**src/inc/usart_map.vh**
```
`ifndef USART_MAP_VH
`define USART_MAP_VH
// Register byte offsets
`define OFS_STATUS_A  8'h00
`define OFS_CONTROL_B 8'h04
`define OFS_CONTROL_C 8'h08
`define OFS_BAUD      8'h0c
`define OFS_DATA      8'h10
// Status A fields
`define SA_RXC   7
`define SA_TXC   6
`define SA_UDRE  5
`define SA_U2X   1
// Control B fields
`define CB_TXCIE 6
`define CB_UDRIE 5
`define CB_RX_ON     4
`define CB_TX_ON     3
`define CB_SZ2       2
`define CB_RX_NINTH  1
`define CB_TX_NINTH  0
// Control C fields
`define CC_MASTER 7
`define CC_SYNC   6
`define CC_PAR    5
`define CC_ODD    4
`define CC_STOP2  3
`define CC_SZ_HI  2
`define CC_SZ_LO  1
`define CC_POL    0
// Reset values
`define RST_CTRL_B 8'h00
`define RST_CTRL_C 8'h06
`define RST_BAUD   12'h000
// Oversampling ratios and start check points
`define OS_NORMAL  4'hf
`define OS_DOUBLE  4'h7
`define HALF_NORM  4'h7
`define HALF_DBL   4'h3
// Nine-bit character size code
`define SZ_NINE    3'h7
`endif

```
**src/verilog/usart_tx_rx_datapath.v**
```verilog
`timescale 1ns/1ps
// Contract
// - Transmit enable claims the serial output pin
// - Sync transmit drives or uses clock pin
// - Data register write loads buffer, starts sending
// - Buffer moves to shifter when idle/frame ends
// - Shifter sends one frame at selected rate
// - Unused upper transmit data bits are ignored
// - Buffer-empty flag shows transmit buffer empty
// - Data register write clears buffer-empty flag
// - Buffer-empty request held while flag set
// - Complete flag set when frame done, empty
// - Complete flag clears on ack or one
// - Complete request raised while flag set
// - Parity inserted after data when enabled
// - Disable waits until shifter and buffer empty (data pin only; sync master clock pin is freed at once unless receive is on)
// - Receive enable claims the serial input pin
// - Sync receive uses clock pin as transfer
// - Receive starts on valid start bit only
// - Second stop bit ignored by receiver
// - First stop moves frame to receive buffer
// - Unused received upper bits read as zero
// - Start, data LSB first, idle high
// - Parity is xor of data, odd inverts
// - Async rate is clock over 16/8 times (divider + 1)
// - Clock polarity picks change and sample edges
`include "usart_map.vh"
module usart_tx_rx_datapath (
	// APB
	input  wire        pclk,
	input  wire        presetn,
	input  wire        psel,
	input  wire        penable,
	input  wire        pwrite,
	input  wire [7:0]  paddr,
	input  wire [31:0] pwdata,
	output reg  [31:0] prdata,
	output reg         pready,
	output reg         pslverr,
	// CPU interrupt side
	input  wire        global_irq_en,
	input  wire        tx_complete_irq_ack,
	output reg         tx_empty_irq,
	output reg         tx_complete_irq,
	// Serial pins
	output reg         serial_out_pin,
	output reg         serial_out_oe_n,
	input  wire        serial_in_pin,
	output reg         serial_in_claimed,
	input  wire        serial_clock_in,
	output reg         serial_clock_out,
	output reg         serial_clock_oe_n
);
	// ****************************************
	// Registers and state
	// ****************************************
	reg  [7:0]  ctrl_b_reg;          // Control B
	reg  [7:0]  ctrl_c_reg;          // Control C
	reg  [11:0] baud_reg;            // Baud divider
	reg         u2x_reg;             // Double speed
	reg         txc_reg;             // Transmit complete flag
	reg         rxc_reg;             // Receive complete flag
	reg  [8:0]  tx_buf_reg;          // Transmit buffer
	reg         tx_full_reg;         // Buffer holds data
	reg  [12:0] tx_shift_reg;        // Frame being sent
	reg  [3:0]  tx_left_reg;         // Bits left incl. current
	reg         tx_busy_reg;         // Frame in progress
	reg  [3:0]  tx_os_reg;           // Oversample phase
	reg  [11:0] presc_reg;           // Prescaler
	reg  [8:0]  rx_buf_reg;          // Receive buffer
	reg  [8:0]  rx_data_reg;         // Receive shifter
	reg  [3:0]  rx_idx_reg;          // Bit index in frame
	reg         rx_busy_reg;         // Reception running
	reg  [3:0]  rx_os_reg;           // Oversample phase
	reg         rxd_s1_reg;          // Input synchroniser
	reg         rxd_s2_reg;
	reg         xck_s1_reg;          // Clock synchroniser
	reg         xck_s2_reg;
	reg         xck_s3_reg;          // Edge history
	reg         xck_reg;             // Master clock level

	// ****************************************
	// Decoded fields
	// ****************************************
	wire        tx_en    = ctrl_b_reg[`CB_TX_ON];
	wire        rx_en    = ctrl_b_reg[`CB_RX_ON];
	wire        sync     = ctrl_c_reg[`CC_SYNC];
	wire        master   = ctrl_c_reg[`CC_MASTER];
	wire        par_en   = ctrl_c_reg[`CC_PAR];
	wire [2:0]  size     = {ctrl_b_reg[`CB_SZ2], ctrl_c_reg[`CC_SZ_HI:`CC_SZ_LO]};
	wire [3:0]  nbits    = (size == `SZ_NINE) ? 4'h9 : {2'b00, size[1:0]} + 4'h5;
	wire [3:0]  os_top   = u2x_reg ? `OS_DOUBLE : `OS_NORMAL;
	wire [3:0]  os_half  = u2x_reg ? `HALF_DBL : `HALF_NORM;
	wire        presc_tick = (presc_reg == baud_reg);

	// Data mask for the character size
	wire [8:0]  size_mask = (9'h1ff >> (4'h9 - nbits));

	// ****************************************
	// Clock pin edges
	// ****************************************
	// Master edges come from own divider, slave edges from the pin
	wire rise_m = presc_tick & ~xck_reg;
	wire fall_m = presc_tick & xck_reg;
	wire rise_s = xck_s2_reg & ~xck_s3_reg;
	wire fall_s = ~xck_s2_reg & xck_s3_reg;
	wire rise   = master ? rise_m : rise_s;
	wire fall   = master ? fall_m : fall_s;
	// Polarity zero: change on rising, sample on falling
	wire chg_edge  = ctrl_c_reg[`CC_POL] ? fall : rise;
	wire samp_edge = ctrl_c_reg[`CC_POL] ? rise : fall;

	// Bit tick for the transmitter
	wire tx_tick = sync ? chg_edge : (presc_tick & (tx_os_reg == os_top));

	// ****************************************
	// Frame builder
	// ****************************************
	function [12:0] build_frame;
		input [8:0] d;
		input [3:0] n;
		input       pen;
		input       odd;
		integer     i;
		reg         p;
		begin
			build_frame = 13'h1fff;
			build_frame[0] = 1'b0;
			p = odd;
			for (i = 0; i < 9; i = i + 1) begin
				if (i < n) begin
					build_frame[i + 1] = d[i];
					p = p ^ d[i];
				end
			end
			if (pen) begin
				build_frame[n + 1] = p;
			end
		end
	endfunction

	wire [12:0] next_frame = build_frame(tx_buf_reg, nbits, par_en, ctrl_c_reg[`CC_ODD]);
	wire [3:0]  frame_len  = 4'h2 + nbits + {3'h0, par_en} + {3'h0, ctrl_c_reg[`CC_STOP2]};

	// ****************************************
	// APB decode
	// ****************************************
	wire commit  = psel & penable & pready;
	wire wr      = commit & pwrite;
	wire rd      = commit & ~pwrite;
	wire hit_a   = (paddr == `OFS_STATUS_A);
	wire hit_b   = (paddr == `OFS_CONTROL_B);
	wire hit_c   = (paddr == `OFS_CONTROL_C);
	wire hit_bd  = (paddr == `OFS_BAUD);
	wire hit_d   = (paddr == `OFS_DATA);
	wire mapped  = hit_a | hit_b | hit_c | hit_bd | hit_d;
	wire data_wr = wr & hit_d;
	wire data_rd = rd & hit_d;

	// Transmit events
	wire tx_done  = tx_tick & tx_busy_reg & (tx_left_reg == 4'h1);
	wire tx_load  = tx_tick & tx_full_reg & (~tx_busy_reg | tx_done);
	wire txc_set  = tx_done & ~tx_full_reg;
	wire txc_clr  = tx_complete_irq_ack | (wr & hit_a & pwdata[`SA_TXC]);

	// Receive events
	wire rx_take;
	wire rx_start;
	wire rx_last  = rx_take & (rx_idx_reg == nbits + {3'h0, par_en});

	// Async start check at bit middle, sync start at sample edge
	assign rx_start = rx_en & ~rx_busy_reg & ~rxd_s2_reg &
		(sync ? samp_edge : (presc_tick & (rx_os_reg == os_half)));
	assign rx_take  = rx_busy_reg &
		(sync ? samp_edge : (presc_tick & (rx_os_reg == os_top)));

	// Read mux
	reg [31:0] rdata;
	always @* begin
		rdata = 32'h0000_0000;
		if (hit_a) begin
			rdata[`SA_RXC]  = rxc_reg;
			rdata[`SA_TXC]  = txc_reg;
			rdata[`SA_UDRE] = ~tx_full_reg;
			rdata[`SA_U2X]  = u2x_reg;
		end else if (hit_b) begin
			rdata[7:0] = {ctrl_b_reg[7:2], rx_buf_reg[8], ctrl_b_reg[0]};
		end else if (hit_c) begin
			rdata[7:0] = ctrl_c_reg;
		end else if (hit_bd) begin
			rdata[11:0] = baud_reg;
		end else if (hit_d) begin
			rdata[7:0] = rx_buf_reg[7:0] & size_mask[7:0];
		end
	end

	// ****************************************
	// Bus slave and registers
	// ****************************************
	// One wait state: ready rises the cycle after the access phase opens
	always @(posedge pclk or negedge presetn) begin
		if (!presetn) begin
			pready     <= 1'b0;
			pslverr    <= 1'b0;
			prdata     <= 32'h0000_0000;
			ctrl_b_reg <= `RST_CTRL_B;
			ctrl_c_reg <= `RST_CTRL_C;
			baud_reg   <= `RST_BAUD;
			u2x_reg    <= 1'b0;
		end else begin
			pready  <= psel & penable & ~pready;
			pslverr <= psel & penable & ~pready & ~mapped;
			if (psel & penable & ~pready) begin
				prdata <= rdata;
			end
			// Register writes
			if (wr) begin
				if (hit_a) begin
					u2x_reg <= pwdata[`SA_U2X];
				end else if (hit_b) begin
					ctrl_b_reg <= {pwdata[7:2], 1'b0, pwdata[0]};
				end else if (hit_c) begin
					ctrl_c_reg <= pwdata[7:0];
				end else if (hit_bd) begin
					baud_reg <= pwdata[11:0];
				end
			end
		end
	end

	// ****************************************
	// Prescaler and master clock
	// ****************************************
	always @(posedge pclk or negedge presetn) begin
		if (!presetn) begin
			presc_reg <= 12'h000;
			xck_reg   <= 1'b0;
		end else begin
			// Divider counts 0..baud, one tick per wrap
			if (presc_tick) begin
				presc_reg <= 12'h000;
			end else begin
				presc_reg <= presc_reg + 12'h001;
			end
			// Master clock toggles each tick: rate is clock over 2(baud+1)
			if (sync & master & presc_tick) begin
				xck_reg <= ~xck_reg;
			end else if (!sync) begin
				xck_reg <= 1'b0;
			end
		end
	end

	// ****************************************
	// Transmitter
	// ****************************************
	always @(posedge pclk or negedge presetn) begin
		if (!presetn) begin
			tx_buf_reg   <= 9'h000;
			tx_full_reg  <= 1'b0;
			tx_shift_reg <= 13'h1fff;
			tx_left_reg  <= 4'h0;
			tx_busy_reg  <= 1'b0;
			tx_os_reg    <= 4'h0;
			txc_reg      <= 1'b0;
		end else begin
			// Oversample phase for async bit timing
			if (presc_tick) begin
				tx_os_reg <= (tx_os_reg == os_top) ? 4'h0 : tx_os_reg + 4'h1;
			end
			// Buffer: write fills it, move to shifter empties it
			if (data_wr) begin
				tx_buf_reg  <= {ctrl_b_reg[`CB_TX_NINTH], pwdata[7:0]} & size_mask;
				tx_full_reg <= 1'b1;
			end else if (tx_load) begin
				tx_full_reg <= 1'b0;
			end
			// Shifter
			if (tx_load) begin
				tx_shift_reg <= next_frame;
				tx_left_reg  <= frame_len;
				tx_busy_reg  <= 1'b1;
			end else if (tx_done) begin
				tx_busy_reg  <= 1'b0;
				tx_shift_reg <= 13'h1fff;
			end else if (tx_tick & tx_busy_reg) begin
				tx_shift_reg <= {1'b1, tx_shift_reg[12:1]};
				tx_left_reg  <= tx_left_reg - 4'h1;
			end
			// Complete flag: set wins over clear
			txc_reg <= txc_set | (txc_reg & ~txc_clr);
		end
	end

	// ****************************************
	// Receiver
	// ****************************************
	always @(posedge pclk or negedge presetn) begin
		if (!presetn) begin
			rx_buf_reg  <= 9'h000;
			rx_data_reg <= 9'h000;
			rx_idx_reg  <= 4'h0;
			rx_busy_reg <= 1'b0;
			rx_os_reg   <= 4'h0;
			rxc_reg     <= 1'b0;
		end else begin
			if (!rx_en) begin
				// Disable is immediate and clears the complete flag; the buffer keeps its data
				rx_busy_reg <= 1'b0;
				rx_os_reg   <= 4'h0;
				rxc_reg     <= 1'b0;
			end else begin
				// Oversample counter: restarts on line noise while idle
				if (!rx_busy_reg & rxd_s2_reg) begin
					rx_os_reg <= 4'h0;
				end else if (rx_start) begin
					rx_os_reg <= 4'h0;
				end else if (presc_tick) begin
					rx_os_reg <= (rx_os_reg == os_top) ? 4'h0 : rx_os_reg + 4'h1;
				end
				if (rx_start) begin
					rx_busy_reg <= 1'b1;
					rx_idx_reg  <= 4'h0;
					rx_data_reg <= 9'h000;
				end else if (rx_take) begin
					if (rx_idx_reg < nbits) begin
						rx_data_reg[rx_idx_reg] <= rxd_s2_reg;
					end
					rx_idx_reg <= rx_idx_reg + 4'h1;
					if (rx_last) begin
						rx_busy_reg <= 1'b0;
						rx_buf_reg  <= rx_data_reg;
					end
				end
				// Complete flag: new frame wins over data read
				rxc_reg <= rx_last | (rxc_reg & ~data_rd);
			end
		end
	end

	// ****************************************
	// Pins and interrupt requests
	// ****************************************
	always @(posedge pclk or negedge presetn) begin
		if (!presetn) begin
			rxd_s1_reg        <= 1'b1;
			rxd_s2_reg        <= 1'b1;
			xck_s1_reg        <= 1'b0;
			xck_s2_reg        <= 1'b0;
			xck_s3_reg        <= 1'b0;
			serial_out_pin    <= 1'b1;
			serial_out_oe_n   <= 1'b1;
			serial_in_claimed <= 1'b0;
			serial_clock_out  <= 1'b0;
			serial_clock_oe_n <= 1'b1;
			tx_empty_irq      <= 1'b0;
			tx_complete_irq   <= 1'b0;
		end else begin
			// Input synchronisers
			rxd_s1_reg <= serial_in_pin;
			rxd_s2_reg <= rxd_s1_reg;
			xck_s1_reg <= serial_clock_in;
			xck_s2_reg <= xck_s1_reg;
			xck_s3_reg <= xck_s2_reg;
			// Output pin held until shifter and buffer drain
			serial_out_oe_n <= ~(tx_en | tx_busy_reg | tx_full_reg);
			serial_out_pin  <= tx_shift_reg[0];
			serial_in_claimed <= rx_en;
			// Master drives the clock pin while either side is on
			serial_clock_oe_n <= ~(sync & master & (tx_en | rx_en));
			serial_clock_out  <= xck_reg;
			// Interrupt requests
			tx_empty_irq    <= ~tx_full_reg & ctrl_b_reg[`CB_UDRIE] & global_irq_en;
			tx_complete_irq <= txc_reg & ctrl_b_reg[`CB_TXCIE] & global_irq_en;
		end
	end
endmodule
```
**config.mk**
```make
export PLATFORM = sky130hd
export DESIGN_NAME = usart_tx_rx_datapath
export DESIGN_NICKNAME = d
export VERILOG_FILES = /design/src/verilog/usart_tx_rx_datapath.v
export VERILOG_INCLUDE_DIRS = /design/src /design/src/inc
export SDC_FILE = /design/constraint.sdc
export NUM_CORES = 1
export LEC_CHECK = 0
export BUFFER_PORTS_ARGS = -buffer_cell sky130_fd_sc_hd__buf_2
export CORE_MARGIN = 2
export CORE_UTILIZATION = 51
export DETAILED_ROUTE_END_ITERATION = 6
export PLACE_DENSITY = 0.72
export SYNTH_ARGS = -nofsm -noshare
export SYNTH_HDL_FRONTEND = slang
export SYNTH_SLANG_ARGS = --single-unit
```
**constraint.sdc**
```tcl
create_clock -name pclk -period 5.24 [get_ports pclk]
set_input_delay 0.786 -clock pclk [delete_from_list [all_inputs] [get_ports pclk]]
set_output_delay 0.786 -clock pclk [all_outputs]
set_load 0.05 [all_outputs]
```
== After elaboration in Yosys (flattened, before gate mapping) ==
Cells that the tools add are included.
Widths: inputs -> output; s select.

* Register bits after elaboration: 128
* Input port bits: 49
* Output and inout port bits: 41

* Add/sub/neg operators: 12
* $lt $le $gt $ge: 14
* Equality and inequality tests: 16
* Shift operators: 1
* Mux-type cells: 76
* Bitwise operators: 77
* Reduce and logical (&&, ||, !) cells: 19

{| class="wikitable"
|+ Operators with widths
! kind !! number
|-
| $mux 4 || 17
|-
| $mux 13 || 4
|-
| $mux 1 || 40
|-
| $and 1x1->1 || 37
|-
| $mux 8 || 4
|-
| $mux 9 || 3
|-
| $not 1->1 || 18
|-
| $eq 8x4->1 const B || 2
|-
| $lt 3x4->1 const A || 4
|-
| $bwmux 13 || 1
|-
| $add 12x1->12 const B || 1
|-
| $add 4x1->4 || 3
|-
| $add 4x1->4 const B || 3
|-
| $eq 12x12->1 || 1
|-
| $eq 4x4->1 || 3
|-
| $mux 12 || 1
|-
| $or 1x1->1 || 11
|-
| $reduce_bool 2->1 || 5
|-
| $and 9x9->9 || 1
|-
| $bwmux 9 || 1
|-
| $mux 3 || 3
|-
| $shr 9x4->9 const A || 1
|-
| $xor 1x1->1 || 9
|-
| $and 8x8->8 || 1
|-
| 30 further kinds || 41
|}

== Longest topological paths before layout ==
Gate-level depths: netlist of run 1.

* Depth in word-level cells: 23
* Gate-level depth with buffers: 13
* Depth with buffers taken out: 11

== Least setup slack after synthesis of run 1 ==
OpenSTA, ideal clock, no wires.

* Path kind: register to register
* Start: register ctrl_c_reg[1]
* End: register rx_buf_reg[0]
* Data arrival time: 2565 ps
* Data required time: 5115 ps
* Slack: 2550 ps
* Stages on the path, launching flop included: 12
* Buffers on the path: 2
* Period minus slack after synthesis: 2690 ps
* Cell sequence: dfstp_2 -> ha_1 -> buf_2 -> a21oi_2 -> inv_1 -> ha_1 -> fa_1 -> xnor2_1 -> nand3_1 -> nand2b_1 -> buf_4 -> mux2_4

* Cells in the longest elaborated chain, start to end: 6
* Elaborated cells between the ends (all ways): 7
* Those cells by class: add/sub: 2; eq/ne: 2; mux: 1; bitwise: 1; reduce/logical: 1

{| class="wikitable"
|+ RTL lines
! item !! line !! text
|-
| from (decl) || usart_tx_rx_datapath.v:58 || <nowiki>reg [7:0] ctrl_c_reg;</nowiki>
|-
| from (signal assigned) || usart_tx_rx_datapath.v:207 || <nowiki>ctrl_c_reg <= `RST_CTRL_C;</nowiki>
|-
| from (signal assigned) || usart_tx_rx_datapath.v:223 || <nowiki>ctrl_c_reg <= pwdata[7:0];</nowiki>
|-
| $add 2x3->4 or $eq 3x3->1 (tied branches) || - ||
|-
| $mux 4 * || usart_tx_rx_datapath.v:91 || <nowiki>wire [3:0] nbits = (size == `SZ_NINE) ? 4'h9 : {2'b00, size[1:0]} + 4'h5;</nowiki>
|-
| $add 4x1->4 * || usart_tx_rx_datapath.v:169 || <nowiki>wire rx_last = rx_take & (rx_idx_reg == nbits + {3'h0, par_en});</nowiki>
|-
| $eq 4x4->1 * || usart_tx_rx_datapath.v:169 ||
|-
| $and 1x1->1 * || usart_tx_rx_datapath.v:169 ||
|-
| $reduce_and 4->1 (no source line) * || - ||
|-
| to (signal assigned) || usart_tx_rx_datapath.v:332 || <nowiki>rx_buf_reg <= rx_data_reg;</nowiki>
|-
| to (decl) || usart_tx_rx_datapath.v:70 || <nowiki>reg [8:0] rx_buf_reg;</nowiki>
|}

Every way passes the cells marked *; elsewhere a longest branch is shown, timed or not.
A chain may end at the register's enable or synchronous reset.

== Worst setup path in the final report of run 1 ==
* Start: register ctrl_c_reg[2]
* End: register rx_buf_reg[6]

The elaborated chain is that of the path after synthesis.

==> flow_summary_export.csv, run 1 <==
group,metric,value,unit
routing,drc_errors,0,
critical_path,worstSetupPathType,"flip-flop to flip-flop",
timing,fin_crit,3.43,ns
cells_and_area,layoutNonFillerInstCount,889,
routing,drtIter0Drc,290,
synth,syn-cell-area,6820,um2
min_path,min_to,"xck_s2_reg$_DFF_PN0_",
timing,finalMaxSlewViolations,0,
floorplanning,start_util,0.519,
clock_tree,cts_tree,"built",
clock_tree,cts_root_buf,"clkbuf_16",
critical_path,cp.arrival,3.73,ns
synth,syn_area_per_cell,10.4,um2
cells_and_area,layout-drive-gt1-share,0.231,
timing,slew_headroom,0.247,
routing,wire_per_inst,17.8,um
place,hpwl,11700,um
cells_and_area,mostFrequentLayoutCell,"dfrtp_1",
timing,setup_viol,0,
critical_path,cp_data_required_time,5.55,ns
synth,async_reset_ff_frac,1.00,
power_and_ir_drop,vdd_ir_drop_max,0.265,mV
cells_and_area,diodes,0,
routing,vias,5011,
clock_tree,clk_latency,0.42,ns
clock_tree,numCtsBuffers,17,
critical_path,r2r_cells,9,
critical_path,startpoint,"ctrl_c_reg[2]$_DFFE_PN1P_",
timing,period_share,0.654,
synth,yosysSeqAreaShare,0.473,
floorplanning,die_area,14300,um2
synth,synth.distinct_cells,65,
clock_tree,post_cts_resized,0,
synth,yosysWarnings,0,
floorplanning,coreArea,13100,um2
clock_tree,clockBufferDepth,2,
min_path,worstHoldStart,"xck_s1_reg$_DFF_PN0_",
cells_and_area,finish.utilization,0.587,
timing,rsz0062_at_grt,"no",
clock_tree,cts_max_level,4,
cells_and_area,nets,773,
power_and_ir_drop,powerDensity,373,nW/um2
run,drv_cap,0,
clock_tree,postCtsHoldBufs,0,
place,portBuffers,49,
clock_tree,cts.sinks,128,
cells_and_area,mostFrequentLayoutCells,"108 x dfrtp_1, 69 x nand2_1, 49 x o21ai_0, 48 x buf_2, 44 x nor2_1",
grt,first_global_vias,4971,
timing,hold_viol_final,0,
cells_and_area,area_growth,13.1,%
synth,synth.area.top_cells,"dfrtp_1 40%, dfstp_2 7.7%, mux2_2 5.4%",
critical_path,cp_max_fo,11,
floorplanning,rows,42,
clock_tree,clk_pin_slew,0.06,ns
grt,grt.total_usage,0.234,
floorplanning,die_w,120,um
critical_path,r2r_slack,1.81,ns
min_path,hold_class,"flip-flop to flip-flop",
timing,fmax,0.292,GHz
critical_path,worstSetupEndpointType,"flip-flop",
routing,routed_wl,15800,um
grt,grt_overflow,0,
routing,vias_per_cell,5.64,
floorplanning,dieHeight,120,um
cells_and_area,largest_reg_flops,13,
timing,worst_pin_slew,1.12,ns
power_and_ir_drop,leakage,3.57,nW
place,place_inst,857,
grt,grt_first_pass_wirelength,25800,um
floorplanning,ios,90,
timing,fin_setup_tns,0,ns
synth,synth_top_flop_cell,"dfrtp_1",
critical_path,regToRegEndpoint,"rx_buf_reg[6]$_DFFE_PN0P_",
place,gp_congestion,0.855,
grt,grt_max_degree,73,
timing,finClkSkew,0.00837,ns
synth,synth_cells,657,
min_path,holdPathStages,0,
synth,synth_top_area_share,0.396,
clock_tree,cts_setup_buffers,0,
routing,firstDrtPassIters,5,
synth,synth_area_leader_cell,"dfrtp_1",
status,outcome,"finished, final reports clean",
grt,antenna_found_initial,0,
synth,synth-seq-cells,128,
critical_path,critPathLaunchType,"flip-flop",
synth,synth_edf_count,0,
critical_path,worstReg2RegStart,"ctrl_c_reg[2]$_DFFE_PN1P_",
routing,ant_nets,0,
[where the power goes]
part / switching (mW) / internal (mW)
registers: 0.0950 / 1.13
logic: 0.323 / 0.157
clock network: 0.442 / 0.737
total: 0.860 / 2.02
[how the worst max path moves through the flow]
stage / endpoint / slack (ns) / cells after the start
global placement: rx_buf_reg[6]$_DFFE_PN0P_ / 1.90 / 9
floorplan: rx_buf_reg[0]$_DFFE_PN0P_ / 2.55 / 11
detailed placement: rx_buf_reg[6]$_DFFE_PN0P_ / 1.83 / 9
global route: rx_buf_reg[7]$_DFFE_PN0P_ / 1.61 / 9
CTS: rx_buf_reg[6]$_DFFE_PN0P_ / 1.82 / 9
finish: rx_buf_reg[6]$_DFFE_PN0P_ / 1.81 / 9
[routing by layer]
layer | track usage | wire (um) | vias to the layer above
met2 | 0.374 | 7610 | 124
met1 | 0.308 | 7030 | 2473
met4 | 0.110 | 544 | 0
met5 | 0 | 0 | -
met3 | 0.0437 | 655 | 30
li1 | - | - | 2384
[synthesized netlist by cell type (10+ instances only)]
cell type and n:
o21ai_0 49, nand2b_1 12, dfrtp_1 108, clkbuf_1 21
buf_4 21, inv_1 25, xor2_1 14, nand3_1 23
a21oi_1 19, dfstp_2 20, nor2_1 44, mux2_2 33
nand2_1 69, a22o_1 12, mux2i_1 10, ha_1 22
xnor2_1 21
[through the flow]
| stage | instance area (um2) | setup slack, ns | hold WS (ns) | total power, mW |
|---|---|---|---|---|
| finish | 7720 | 1.81 | 0.346 | 2.88 |
| global route | 7720 | 1.61 | 0.356 | 3.01 |
| CTS | 7720 | 1.82 | 0.348 | 2.90 |
| detailed placement | 7120 | 1.83 | 0.335 | 1.72 |
| global placement | 7120 | 1.90 | 0.333 | 1.70 |
| floorplan | 6900 | 2.55 | 0.331 | 1.59 |
[cells by family (layout without fill, tap and decap cells)]
family / after synthesis / after routing / share of synthesized area
muxes: 51 / 51 / 0.0878
DFF: 128 / 128 / 0.473
AOI/OAI and AO/OA: 131 / 131 / 0.127
other: 1 / 20 / 0.000550
buffers and inverters: 71 / 108 / 0.0523
adders and majority gates: 24 / 24 / 0.0462
and+or+nand+nor: 211 / 211 / 0.155
xor gates and xnor gates: 40 / 40 / 0.0587
[critical path, stage by stage (launching register included)]
cell	delay (ns)
dfstp_2	0.62
ha_1	0.49
a21oi_2	0.18
inv_1	0.18
ha_1	0.19
fa_1	0.44
xnor2_1	0.14
nand3_1	0.11
nand2b_1	0.54
mux2_2	0.40
[final cells by class]
type	count	area, um2
fill	1107	5420
multi-input combinational	477	3310
sequential	128	3230
tap	176	220
timing repair buffer	51	263
clock buffer	20	467
clock inverter	12	134
inverter	25	93.8
Power figures use the tool's default switching activity.
==> run 2, diff against run 1 <==
==> constraint.sdc (replaced) <==
create_clock -name pclk -period 3.48 [get_ports pclk]
set_input_delay 0.522 -clock pclk [delete_from_list [all_inputs] [get_ports pclk]]
set_output_delay 0.522 -clock pclk [all_outputs]
set_load 0.05 [all_outputs]
==> flow_summary_export.csv, run 2 (synthesis gave the netlist of run 1 again) <==
group,metric,value,unit
status,outcome,"finished with violations",
status,violations,"design-rule violations",
critical_path,worstReg2RegStart,"ctrl_c_reg[1]$_DFFE_PN1P_",
critical_path,worstSetupEndpointType,"flip-flop",
clock_tree,postCtsHoldBufs,0,
timing,hold_slack,0.185,ns
grt,grt_max_degree,129,
power_and_ir_drop,vdd_ir_drop_max,0.363,mV
power_and_ir_drop,p_sw,1.26,mW
cells_and_area,mostFrequentLayoutCell,"dfrtp_1",
routing,drc_errors,2,
floorplanning,start_util,0.519,
cells_and_area,final_cell_area,7760,um2
timing,setup_ws,0.369,ns
timing,setup_viol,0,
power_and_ir_drop,p_comb_frac,0.173,
cells_and_area,nets,778,
critical_path,crit_top_cell,"inv_1",
critical_path,cp.arrival,3.42,ns
power_and_ir_drop,leakage,3.61,nW
timing,slew_headroom,0.274,
timing,period_share,0.894,
cells_and_area,largest_reg_flops,13,
routing,ant_nets,0,
clock_tree,post_cts_resized,0,
floorplanning,coreArea,13100,um2
grt,grt.total_usage,0.240,
routing,vias,5165,
place,portBuffers,49,
cells_and_area,layout-drive-gt1-share,0.229,
floorplanning,dieHeight,120,um
routing,wire_per_inst,18.2,um
clock_tree,clk_pin_slew,0.05,ns
timing,hold_viol_final,0,
min_path,hold_class,"input port to asynchronous set/reset pin",
critical_path,cp_slowest_cell,"dfstp_2",
critical_path,worstSetupPathType,"flip-flop to flip-flop",
timing,rsz0062_at_grt,"no",
power_and_ir_drop,powerDensity,566,nW/um2
critical_path,startpoint,"ctrl_c_reg[1]$_DFFE_PN1P_",
timing,worst_pin_slew,1.08,ns
routing,firstDrtPassIters,7,
place,dp_slack,0.366,ns
place,hpwl,11600,um
cells_and_area,multi_input_area,3310,um2
critical_path,cp_max_fo,11,
place,gp_congestion,0.888,
timing,finClkSkew,0.00851,ns
grt,grt_overflow,0,
critical_path,cp_slowest_stage_delay,0.61,ns
grt,grt_first_pass_wirelength,26500,um
floorplanning,die_area,14300,um2
cells_and_area,diodes,0,
cells_and_area,ff_latch_area,3230,um2
timing,fin_crit,3.11,ns
grt,antenna_found_initial,0,
critical_path,crit_path_cell_trace,"inv_1 -> a21oi_2 -> inv_1 -> ha_1 -> fa_1 -> xnor2_1 -> nand3_1 -> nand2b_1 -> mux2_2",
place,placed_area,7170,um2
cells_and_area,fillers,1120,
power_and_ir_drop,cell_internal_pwr,3.13,mW
clock_tree,clk_latency,0.42,ns
power_and_ir_drop,seq_power_share,0.420,
floorplanning,die_w,120,um
timing,finalMaxSlewViolations,0,
routing,drtIter0Drc,443,
floorplanning,ios,90,
clock_tree,cts_max_level,4,
clock_tree,cts_setup_buffers,0,
clock_tree,cts.sinks,128,
clock_tree,clockBufferDepth,2,
routing,routed_wl,16300,um
cells_and_area,area_growth,13.7,%
critical_path,critPathLaunchType,"flip-flop",
power_and_ir_drop,clkPwrFrac,0.408,
clock_tree,cts_tree,"built",
floorplanning,rows,42,
cells_and_area,finish.utilization,0.590,
grt,first_global_vias,5083,
routing,vias_per_cell,5.78,
clock_tree,cts_root_buf,"clkbuf_16",
run,drv_cap,0,
cells_and_area,mostFrequentLayoutCells,"108 x dfrtp_1, 69 x nand2_1, 49 x o21ai_0, 48 x buf_2, 44 x nor2_1",
timing,fmax,0.321,GHz
power_and_ir_drop,p_sw_frac,0.287,
critical_path,cp_data_required_time,3.78,ns
clock_tree,numCtsBuffers,17,
timing,fin_setup_tns,0,ns
-- run 2: changes by cell type in the layout (fill, tap and decap cells not counted), sizes merged --
| cell | before | now |
|---|---|---|
| clkinvlp | 5 | 0 |
| bufinv | 2 | 3 |
| clkbuf | 20 | 25 |
| inv | 26 | 25 |
| buf | 51 | 56 |
| clkinv | 4 | 3 |
-- run 2: final timing paths --
kind / to / slack, ns / cells after the start
max: rx_buf_reg[6]$_DFFE_PN0P_ / 0.37 / 9
min: tx_buf_reg[4]$_DFFE_PN0P_ / 0.18 / 2
max reg2reg: rx_buf_reg[6]$_DFFE_PN0P_ / 0.37 / 9
min reg2reg: xck_s2_reg$_DFF_PN0_ / 0.35 / 0
max in group asynchronous: tx_os_reg[1]$_DFFE_PN0N_ / 2.73 / 2
min in group pclk: xck_s1_reg$_DFF_PN0_ / 0.20 / 1
-- run 2: power groups by stage --
| stage | sequential [mW] | combinational [mW] | clock (mW) |
|---|---|---|---|
| floorplan | 1.83 | 0.560 | 0 |
| global placement | 1.86 | 0.725 | 0 |
| detailed placement | 1.86 | 0.757 | 0 |
| CTS | 1.84 | 0.767 | 1.81 |
| global route | 1.87 | 0.860 | 1.87 |
| finish | 1.84 | 0.757 | 1.79 |
-- run 2: worst max-delay path, delay by kind of cell (launching register included) --
family | cells | cell delay [ns]
AOI/OAI and AO/OA | 1 | 0.22
adders and majority gates | 2 | 0.68
xor gates and xnor gates | 1 | 0.14
DFF | 1 | 0.61
and+or+nand+nor | 2 | 0.62
muxes | 1 | 0.40
buffers and inverters | 2 | 0.31
-- run 2: layer usage --
layer | global-route usage | up-vias | wire length, um
met5 | 0 | - | 0
met4 | 0.0934 | 0 | 466
met3 | 0.0537 | 32 | 727
met2 | 0.397 | 147 | 8100
met1 | 0.306 | 2593 | 6970
li1 | - | 2393 | -
-- run 2: per-stage QoR --
step           cells  power (mW)
3_3_place_gp     862        2.58
3_5_place_dp     862        2.62
4_1_cts          893        4.42
5_1_grt          893        4.60
6_report         893        4.39
2_1_floorplan    676        2.39
-- run 2: cell type report --
cell class                      instances  area share
Timing Repair Buffer                   56      0.0403
Multi-Input combinational cell        477       0.427
Clock inverter                          6      0.0136
Sequential cell                       128       0.416
Clock buffer                           25      0.0626
Tap cell                              176      0.0284
Inverter                               25      0.0121
